File: src/crt_timing_pkg.sv
// Package of format constants for the CRT raster timing block, plus the
// dot/character clock divider that the timing core instantiates.
// Assumes one 125 MHz reference clock with a synchronous active-high reset.
`default_nettype none

package crt_timing_pkg;
  // ----------------------------------------
  // Clocking
  // ----------------------------------------
  localparam int CLK_NS = 8;
  localparam int DOT_DIV = 8;
  localparam int DOT_NS = CLK_NS * DOT_DIV;
  localparam logic [4:0] DOTS_PER_CHAR = 5'h08;
  localparam int LBC_MIN_NS = 200;
  localparam int LBC_MIN_DOTS = (LBC_MIN_NS + DOT_NS - 1) / DOT_NS;
  localparam logic [4:0] LBC_LOW_DOTS = 5'((int'(DOTS_PER_CHAR) + 1) / 2);
  localparam int CHAR_CYCLES = DOT_DIV * int'(DOTS_PER_CHAR);
  // ----------------------------------------
  // Horizontal format, in character times
  // ----------------------------------------
  localparam logic [6:0] CHARS_VIDEO = 7'h50;
  localparam logic [6:0] CHARS_TOTAL = 7'h64;
  localparam logic [6:0] HSYNC_DELAY = 7'h02;
  localparam logic [6:0] HSYNC_WIDTH = 7'h09;
  localparam logic [6:0] SERR_WIDTH = 7'h04;
  localparam logic SERR_EN = 1'b1;
  localparam logic HSYNC_LEVEL = 1'b0;
  // ----------------------------------------
  // Vertical format, in scan lines
  // ----------------------------------------
  localparam logic [4:0] LINES_PER_ROW = 5'h0a;
  localparam logic [3:0] LAST_SCAN = 4'(int'(LINES_PER_ROW) - 1);
  localparam int VIDEO_ROWS = 24;
  localparam logic [8:0] VIDEO_LINES = 9'(int'(LINES_PER_ROW) * VIDEO_ROWS);
  localparam logic [8:0] VBLANK_LINES_F1 = 9'h016;
  localparam logic [8:0] VBLANK_LINES_F0 = 9'h048;
  localparam int FRAME_LINES_MAX = 512;
  localparam logic [8:0] VSYNC_DELAY = 9'h004;
  localparam logic [8:0] VSYNC_WIDTH = 9'h003;
  localparam logic [8:0] VBLANK_STOP = 9'h000;
  localparam logic VSYNC_LEVEL = 1'b0;
  localparam logic VBLANK_LEVEL = 1'b1;
  // ----------------------------------------
  // Cursor and register select
  // ----------------------------------------
  localparam logic CURSOR_ALL = 1'b1;
  localparam logic [3:0] CURSOR_LINE = 4'h0;
  localparam logic [1:0] SEL_ROW_BEGIN = 2'h0;
  localparam logic [1:0] SEL_PAGE_START = 2'h1;
  localparam logic [1:0] SEL_CURSOR = 2'h2;
endpackage

module crt_char_divider
(
  input wire logic clk,
  input wire logic srst,
  output logic char_en,
  output logic lb_clk
);
  typedef struct packed {
    logic [2:0] pre;
    logic [3:0] dot;
    logic char_en;
    logic lb_clk;
  } div_t;

  div_t s_q;
  div_t s_d;

  always_comb
  begin
    s_d = s_q;
    s_d.char_en = 1'b0;
    if (s_q.pre == 3'(crt_timing_pkg::DOT_DIV - 1))
    begin
      s_d.pre = 3'h0;
      if (s_q.dot == 4'(int'(crt_timing_pkg::DOTS_PER_CHAR) - 1))
      begin
        s_d.dot = 4'h0;
        s_d.char_en = 1'b1;
      end
      else
        s_d.dot = s_q.dot + 4'h1;
    end
    else
      s_d.pre = s_q.pre + 3'h1;
    s_d.lb_clk = ({1'b0, s_d.dot} >= crt_timing_pkg::LBC_LOW_DOTS);
    if (srst)
      s_d = '0;
  end

  always_ff @(posedge clk)
  begin
    s_q <= s_d;
  end

  assign char_en = s_q.char_en;
  assign lb_clk = s_q.lb_clk;
endmodule

`default_nettype wire

File: src/crt_row_address_timing.sv
// Raster timing and video RAM address generation for a character CRT.
// Assumes REF_CLK at 125 MHz, SRST synchronous active high, inputs synchronous.
//
// How it works
// Mode low: new row starts previous row's last line
// Mode high: new row starts on its first line
// Half page: each row address sequence shown twice
// Repeated row: load and cursor outputs held inactive
// Full page: every row gets distinct addresses
// Test clock input absent; internal divider only
// Reset stops all raster and address sequencing
// Reset places sequencing at vertical blanking start
// Reset clears page start and cursor registers
// After reset: blanking, then video from zero
// Reset source holds reset at least 250 ns
// Cell width four to sixteen dots
// Two to sixteen scan lines per row
// Frame never exceeds 512 scan lines
// Video 5..122 chars, total 6..123 chars
// Vertical blanking at least one row plus two
// Line buffer clock low configured dots, min 200 ns
// Vertical blanking ends configured lines before video
// Cursor on all lines or one chosen line
// Vertical sync delay, width and level configured
// Horizontal sync delay, width and level configured
// Optional serration pulses during vertical sync
// Pin picks one of two frame rates
// Cursor two char times after matching address
// Page start loads row start; blank writes redirect
// Cursor inhibited during horizontal and vertical blanking
// Char time divides dot clock; lines from chars
// Format constants checked at build time
`default_nettype none

module crt_row_address_timing
(
  input wire logic REF_CLK,
  input wire logic SRST,
  input wire logic ADDR_MODE,
  input wire logic FULL_ROW,
  input wire logic REFRESH_SEL,
  input wire logic LOAD_STROBE,
  input wire logic [1:0] LOAD_SEL,
  input wire logic [11:0] LOAD_DATA,
  output logic [11:0] ADDR,
  output logic [3:0] LINE_COUNT,
  output logic HSYNC,
  output logic VSYNC,
  output logic VBLANK,
  output logic HBLANK,
  output logic CURSOR_EN,
  output logic LOAD_VSR,
  output logic LB_RECIRC_EN,
  output logic LB_CLK
);
  // ----------------------------------------
  // Build-time format checks
  // ----------------------------------------
  if (crt_timing_pkg::DOTS_PER_CHAR < 5'h04 || crt_timing_pkg::DOTS_PER_CHAR > 5'h10)
    $error("dots per character out of range");
  if (crt_timing_pkg::LINES_PER_ROW < 5'h02 || crt_timing_pkg::LINES_PER_ROW > 5'h10)
    $error("scan lines per row out of range");
  if (int'(crt_timing_pkg::VIDEO_LINES) + int'(crt_timing_pkg::VBLANK_LINES_F0) > crt_timing_pkg::FRAME_LINES_MAX
      || int'(crt_timing_pkg::VIDEO_LINES) + int'(crt_timing_pkg::VBLANK_LINES_F1) > crt_timing_pkg::FRAME_LINES_MAX)
    $error("too many scan lines per frame");
  if (crt_timing_pkg::CHARS_VIDEO < 7'h05 || crt_timing_pkg::CHARS_VIDEO > 7'h7a
      || crt_timing_pkg::CHARS_TOTAL < 7'h06 || crt_timing_pkg::CHARS_TOTAL > 7'h7b
      || crt_timing_pkg::CHARS_TOTAL <= crt_timing_pkg::CHARS_VIDEO)
    $error("character times per line out of range");
  if (int'(crt_timing_pkg::VBLANK_LINES_F1) < int'(crt_timing_pkg::LINES_PER_ROW) + 2
      || int'(crt_timing_pkg::VBLANK_LINES_F0) < int'(crt_timing_pkg::LINES_PER_ROW) + 2)
    $error("vertical blanking too short");
  if (int'(crt_timing_pkg::LBC_LOW_DOTS) < crt_timing_pkg::LBC_MIN_DOTS
      || crt_timing_pkg::LBC_LOW_DOTS >= crt_timing_pkg::DOTS_PER_CHAR)
    $error("line buffer clock low width out of range");
  if (int'(crt_timing_pkg::VBLANK_STOP) > int'(crt_timing_pkg::LINES_PER_ROW) - 1)
    $error("vertical blanking stop out of range");
  if (!crt_timing_pkg::CURSOR_ALL && crt_timing_pkg::VBLANK_STOP > 9'h001
      && crt_timing_pkg::VBLANK_STOP != {5'h00, crt_timing_pkg::CURSOR_LINE})
    $error("single cursor line conflicts with blanking stop");

  // ----------------------------------------
  // State
  // ----------------------------------------
  typedef struct packed {
    logic [6:0] hcnt;
    logic [8:0] vline;
    logic [3:0] vscan;
    logic f1;
    logic a_active;
    logic [3:0] a_scan;
    logic rep_row;
    logic [11:0] page_start;
    logic [11:0] row_begin;
    logic [11:0] cursor;
    logic [11:0] addr;
    logic [1:0] cur_pipe;
    logic [1:0] ld_pipe;
    logic hsync;
    logic vsync;
    logic vblank;
    logic hblank;
    logic cursor_en;
    logic load_vsr;
    logic recirc;
  } st_t;

  st_t s_q;
  st_t s_d;
  logic char_en;
  logic lb_clk;
  logic line_end;
  logic [8:0] vbl;
  logic [8:0] total;
  logic [8:0] nv;
  logic [9:0] na;
  logic q_vvideo;
  logic hit;
  logic show;

  // Test clock input is not provided; timing comes only from the divider
  crt_char_divider u_div
  (
    .clk(REF_CLK),
    .srst(SRST),
    .char_en(char_en),
    .lb_clk(lb_clk)
  );

  // ----------------------------------------
  // Frame geometry helpers
  // ----------------------------------------
  assign vbl = s_q.f1 ? crt_timing_pkg::VBLANK_LINES_F1 : crt_timing_pkg::VBLANK_LINES_F0;
  assign total = crt_timing_pkg::VIDEO_LINES + vbl;
  assign line_end = char_en && s_q.hcnt == crt_timing_pkg::CHARS_TOTAL - 7'h01;
  assign nv = (s_q.vline == total - 9'h001) ? 9'h000 : s_q.vline + 9'h001;
  // Addressing runs one line early when the mode input is low
  assign na = {1'b0, nv} + {9'h000, ~ADDR_MODE};
  assign q_vvideo = s_q.vline >= vbl;
  assign show = s_q.a_active && !s_q.rep_row && s_q.hcnt < crt_timing_pkg::CHARS_VIDEO;
  assign hit = show && s_q.addr == s_q.cursor
               && (crt_timing_pkg::CURSOR_ALL || s_q.a_scan == crt_timing_pkg::CURSOR_LINE);

  // ----------------------------------------
  // Next state
  // ----------------------------------------
  always_comb
  begin
    logic hblank_n;
    logic vvideo_n;
    logic vs_on;
    logic hs_on;
    logic in_hs;
    logic in_serr;
    logic [6:0] hs_start;
    s_d = s_q;
    hblank_n = 1'b0;
    vvideo_n = 1'b0;
    vs_on = 1'b0;
    hs_on = 1'b0;
    in_hs = 1'b0;
    in_serr = 1'b0;
    hs_start = crt_timing_pkg::CHARS_VIDEO + crt_timing_pkg::HSYNC_DELAY;

    // Writes to row start during vertical blanking go to page start
    if (LOAD_STROBE)
    begin
      unique case (LOAD_SEL)
        crt_timing_pkg::SEL_ROW_BEGIN:
        begin
          if (!q_vvideo)
            s_d.page_start = LOAD_DATA;
          else
            s_d.row_begin = LOAD_DATA;
        end
        crt_timing_pkg::SEL_PAGE_START:
          s_d.page_start = LOAD_DATA;
        crt_timing_pkg::SEL_CURSOR:
          s_d.cursor = LOAD_DATA;
        default:
          s_d.cursor = s_q.cursor;
      endcase
    end

    if (char_en)
    begin
      s_d.hcnt = line_end ? 7'h00 : s_q.hcnt + 7'h01;
      if (s_q.hcnt < crt_timing_pkg::CHARS_VIDEO - 7'h01)
        s_d.addr = s_q.addr + 12'h001;
      s_d.cur_pipe = {s_q.cur_pipe[0], hit};
      s_d.ld_pipe = {s_q.ld_pipe[0], show};
    end

    if (line_end)
    begin
      s_d.vline = nv;
      if (nv == 9'h000)
        s_d.f1 = REFRESH_SEL;
      if (nv == vbl - {4'h0, crt_timing_pkg::LINES_PER_ROW} || s_q.vscan == crt_timing_pkg::LAST_SCAN)
        s_d.vscan = 4'h0;
      else
        s_d.vscan = s_q.vscan + 4'h1;
      // Internal row start load takes a page start written in the same cycle
      if (na == {1'b0, vbl})
      begin
        s_d.a_active = 1'b1;
        s_d.a_scan = 4'h0;
        s_d.rep_row = 1'b0;
        s_d.row_begin = s_d.page_start;
      end
      else if (na >= {1'b0, total} || na < {1'b0, vbl})
        s_d.a_active = 1'b0;
      else if (s_q.a_active)
      begin
        if (s_q.a_scan == crt_timing_pkg::LAST_SCAN)
        begin
          s_d.a_scan = 4'h0;
          s_d.rep_row = !FULL_ROW && !s_q.rep_row;
          if (!s_d.rep_row)
            s_d.row_begin = s_d.row_begin + 12'(crt_timing_pkg::CHARS_VIDEO);
        end
        else
          s_d.a_scan = s_q.a_scan + 4'h1;
      end
      s_d.addr = s_d.row_begin;
    end

    // Outputs derived from the next counters
    hblank_n = s_d.hcnt >= crt_timing_pkg::CHARS_VIDEO;
    vvideo_n = s_d.vline >= vbl;
    vs_on = s_d.vline >= crt_timing_pkg::VSYNC_DELAY
            && s_d.vline < crt_timing_pkg::VSYNC_DELAY + crt_timing_pkg::VSYNC_WIDTH;
    in_hs = s_d.hcnt >= hs_start && s_d.hcnt < hs_start + crt_timing_pkg::HSYNC_WIDTH;
    in_serr = s_d.hcnt >= hs_start && s_d.hcnt < hs_start + crt_timing_pkg::SERR_WIDTH;
    hs_on = (crt_timing_pkg::SERR_EN && vs_on) ? !in_serr : in_hs;
    s_d.hsync = hs_on ? crt_timing_pkg::HSYNC_LEVEL : !crt_timing_pkg::HSYNC_LEVEL;
    s_d.vsync = vs_on ? crt_timing_pkg::VSYNC_LEVEL : !crt_timing_pkg::VSYNC_LEVEL;
    s_d.vblank = (s_d.vline < vbl - crt_timing_pkg::VBLANK_STOP)
                 ? crt_timing_pkg::VBLANK_LEVEL : !crt_timing_pkg::VBLANK_LEVEL;
    s_d.hblank = hblank_n;
    s_d.cursor_en = s_d.cur_pipe[1] && !hblank_n && vvideo_n;
    s_d.load_vsr = s_d.ld_pipe[1] && !hblank_n && vvideo_n;
    s_d.recirc = !(s_d.a_active && s_d.a_scan == 4'h0);

    if (SRST)
    begin
      s_d = '0;
      s_d.hsync = !crt_timing_pkg::HSYNC_LEVEL;
      s_d.vsync = !crt_timing_pkg::VSYNC_LEVEL;
      s_d.vblank = crt_timing_pkg::VBLANK_LEVEL;
      s_d.recirc = 1'b1;
    end
  end

  always_ff @(posedge REF_CLK)
  begin
    s_q <= s_d;
  end

  assign ADDR = s_q.addr;
  assign LINE_COUNT = s_q.vscan;
  assign HSYNC = s_q.hsync;
  assign VSYNC = s_q.vsync;
  assign VBLANK = s_q.vblank;
  assign HBLANK = s_q.hblank;
  assign CURSOR_EN = s_q.cursor_en;
  assign LOAD_VSR = s_q.load_vsr;
  assign LB_RECIRC_EN = s_q.recirc;
  assign LB_CLK = lb_clk;
endmodule

`default_nettype wire

File: config.mk
export PLATFORM = sky130hd
export DESIGN_NAME = crt_row_address_timing
export DESIGN_NICKNAME = d
export VERILOG_FILES = /design/src/crt_timing_pkg.sv /design/src/crt_row_address_timing.sv
export SDC_FILE = /design/constraint.sdc
export NUM_CORES = 1
export LEC_CHECK = 0
export BUFFER_PORTS_ARGS = -buffer_cell sky130_fd_sc_hd__buf_4
export CAP_MARGIN = 10
export CELL_PAD_IN_SITES_DETAIL_PLACEMENT = 0
export CELL_PAD_IN_SITES_GLOBAL_PLACEMENT = 1
export CORE_MARGIN = 4
export CORE_UTILIZATION = 35
export DETAILED_ROUTE_END_ITERATION = 10
export PLACE_DENSITY = 0.65
export SKIP_CTS_REPAIR_TIMING = 1
export SYNTH_ARGS = -nofsm -noshare
export SYNTH_HDL_FRONTEND = slang
export SYNTH_HIERARCHICAL = 1
export SYNTH_SLANG_ARGS = --single-unit
File: constraint.sdc
create_clock -name REF_CLK -period 7.8 [get_ports REF_CLK]
set_input_delay 1.56 -clock REF_CLK [delete_from_list [all_inputs] [get_ports REF_CLK]]
set_output_delay 1.56 -clock REF_CLK [all_outputs]
set_load 0.01 [all_outputs]
==> impl_metrics.json <==
{
  "outcome": "completed",
  "postSynthAreaPerCell_um2": 8.27,
  "worstPathArrival_ns": 5.58,
  "drv_slew": 0,
  "skew_ns": 0.00677,
  "nFillCells": 1773,
  "first_iter_violations": 321,
  "wire_per_inst_um": 17.6,
  "cts_buffers": 9,
  "tns_ns": 0,
  "syn_inst": 746,
  "yosysMostFrequentCell": "dfxtp_1",
  "hp-class": "register to register",
  "cts_root_buf": "clkbuf_16",
  "clock_latency_ns": 0.35,
  "cp-end-kind": "register",
  "switchingPower_uw": 254,
  "final_area_um2": 6840,
  "h-tree-depth": 3,
  "dpl.hpwl_mm": 12.2,
  "period_minus_slack_ns": 5.30,
  "maxCapViolCount": 0,
  "ios": 44,
  "clk_pin_slew_worst_paths_ns": 0.07,
  "p_int_uw": 743,
  "synth_edf_count": 0,
  "die_h_um": 141,
  "endpoint": "s_q[43]",
  "place_area_um2": 6560,
  "grt_max_degree": 58,
  "core_um2": 17300,
  "synthArstFlopShare_pct": 0,
  "gp_congestion": 0.835,
  "synth_top_area_share_pct": 30.8,
  "worstSetupPathType": "register to register",
  "crit_start": "s_q[65]",
  "rsz0062_at_grt": "false",
  "via_per_inst": 5.54,
  "routed_wirelength_mm": 17.4,
  "ys_ff_latch": 95,
  "ff2ff_setup_slack_ns": 2.50,
  "r2r.worst_path.cells": 20,
  "period_share_pct": 68.0,
  "combPwrFrac_pct": 6.3,
  "cp.required_ns": 8.08,
  "drtAntennaViolNets": 0,
  "placementRows": 48,
  "grt_pass1_vias": 5345,
  "fin_total_pwr_uw": 997,
  "ys_top_cells_by_count": "dfxtp_1 (95), nor2_1 (90), nand2_1 (51), mux2i_1 (40), a21oi_1 (37)",
  "hold_viol": 0,
  "die_w_um": 141,
  "startpoint_type": "register",
  "n_antenna_cell": 0,
  "seq_area_frac_synth_pct": 30.8,
  "post-route-drc-count": 0,
  "ir_drop_mv": 0.110,
  "synth_area_leaders": "dfxtp_1 (31%), mux2i_1 (6.5%), ha_1 (5.7%), nor2_1 (5.5%), xnor2_1 (4.3%)",
  "initial_core_util_pct": 35.7,
  "relSlewSlack_pct": 26.2,
  "cts_tree": "yes",
  "clkPwrFrac_pct": 43.5,
  "yosysWarnings": 6,
  "max_clock_freq_ghz": 0.189,
  "grt_pass1_wl_mm": 28.2,
  "yosys.area.top_type": "dfxtp_1",
  "numPlacedInstances": 970,
  "drive_gt1_share_pct": 13.7,
  "setup_violations": 0,
  "die-area_um2": 19800,
  "syn_nets": 794,
  "timing.rr.end": "s_q[43]",
  "vias": 5460,
  "cts_buffer_depth": 2,
  "layout.nets": 804,
  "netlist_area_um2": 6170,
  "grt_util_all_layers_pct": 17.7,
  "r2r-start": "s_q[65]",
  "area_growth_pct": 10.8,
  "port_buffers": 43,
  "fin_util_pct": 39.5,
  "antenna_found_initial": 0,
  "hp-start": "u_div/s_q[6]",
  "cp_max_fo": 16,
  "powerDensity_nw_per_um2": 146,
  "grt-ovfl-total": 0,
  "seqPwrFrac_pct": 50.2,
  "leakage_nw": 2.55,
  "first_pass_iters": 5,
  "synth_cell_types": 80,
  "p_sw_share_pct": 25.4,
  "worstMarginPinSlew_ns": 1.10,
  "cts.sinks": 95,
  "synth_ff_type": "dfxtp_1",
  "layout.cells.non_filler": 986
}
[cell families after synthesis]
group / Yosys count / share of synthesized area, %
and+or+nand+nor: 306 / 26.1
AOI/OAI and AO/OA: 154 / 17.2
DFF: 95 / 30.8
buffers and inverters: 73 / 6.08
muxes: 50 / 8.37
xor gates and xnor gates: 40 / 5.80
adders and majority gates: 28 / 5.68
[layout make-up]
type	instances	area, um^2	area share (%)
Clock buffer	10	229	3.35
Clock inverter	6	51.3	0.750
Inverter	19	71.3	1.04
Multi-Input combinational cell	578	3900	57.1
Sequential cell	95	1900	27.8
Tap cell	225	282	4.12
Timing Repair Buffer	53	398	5.82
[stage by stage]
step / hold WS (ns) / worst slack, ns
3_3_place_gp: 0.408 / 2.57
3_5_place_dp: 0.409 / 2.52
5_1_grt: 0.454 / 2.09
6_report: 0.431 / 2.50
4_1_cts: 0.428 / 2.53
2_1_floorplan: 0.398 / 3.06
[sequential cells by signal, summed over array words and instances, names as in the netlist, named ones only]
register / count
LINE_COUNT: 4
u_div/char_en: 1
u_div/lb_clk: 1
VBLANK: 1
u_div/s_q: 5
LOAD_VSR: 1
VSYNC: 1
CURSOR_EN: 1
ADDR: 12
LB_RECIRC_EN: 1
HSYNC: 1
s_q: 63
HBLANK: 1
[worst min-delay path by stage]
| stage | endpoint | cells past startpoint | slack [ns] |
|---|---|---|---|
| final | u_div/s_q[6] | 1 | 0.43 |
| after detailed placement | u_div/s_q[6] | 1 | 0.41 |
| after CTS | u_div/s_q[6] | 1 | 0.43 |
| after floorplan | u_div/s_q[6] | 1 | 0.40 |
| after global placement | u_div/s_q[6] | 1 | 0.41 |
| after global routing | u_div/s_q[6] | 1 | 0.45 |
[critical path, cell delays in order, from the launching register on]
cell and delay, ns:
dfxtp_1 0.31, buf_4 0.22, inv_1 0.20, ha_1 0.37, nor4bb_1 0.33, and3_1 0.61
nor2_1 0.09, ha_1 0.24, nand2_1 0.09, or3_4 0.15, xnor2_1 0.10, ha_1 0.32
nand2b_1 0.06, a21oi_1 0.13, a31oi_1 0.07, mux2_2 0.31, a2111oi_4 0.35, or3_1 0.44
nand2_4 0.14, or4_1 0.57, o211ai_1 0.10
[power by group through the flow]
| stage | Sequential [mW] | Combinational, mW | Clock (mW) |
|---|---|---|---|
| after floorplan | 0.510 | 0.0409 | 0 |
| after global placement | 0.511 | 0.0626 | 0 |
| after detailed placement | 0.512 | 0.0636 | 0 |
| after CTS | 0.500 | 0.0639 | 0.450 |
| after global routing | 0.501 | 0.0699 | 0.469 |
| final | 0.500 | 0.0631 | 0.433 |
[cells in the final DEF, fill, tap and decap left out, drive strengths merged, types with 28 or more instances in the layout]
cell type / Yosys / layout
dfxtp: 95 / 95
nor2: 91 / 91
buf: 32 / 53
nand2: 52 / 52
mux2i: 40 / 40
a21oi: 39 / 39
o21ai: 38 / 38
xnor2: 30 / 30
ha: 28 / 28
nand3: 28 / 28
[per-layer routing]
metal  vias up  GRT usage (%)  wire length, um
met3        25           3.19              722
met5         -              0                0
met1      2582           23.5             8230
met2       149           28.3             8080
li1       2704              -                -
met4         0           6.94              371
(Power assumes the default switching activity.)
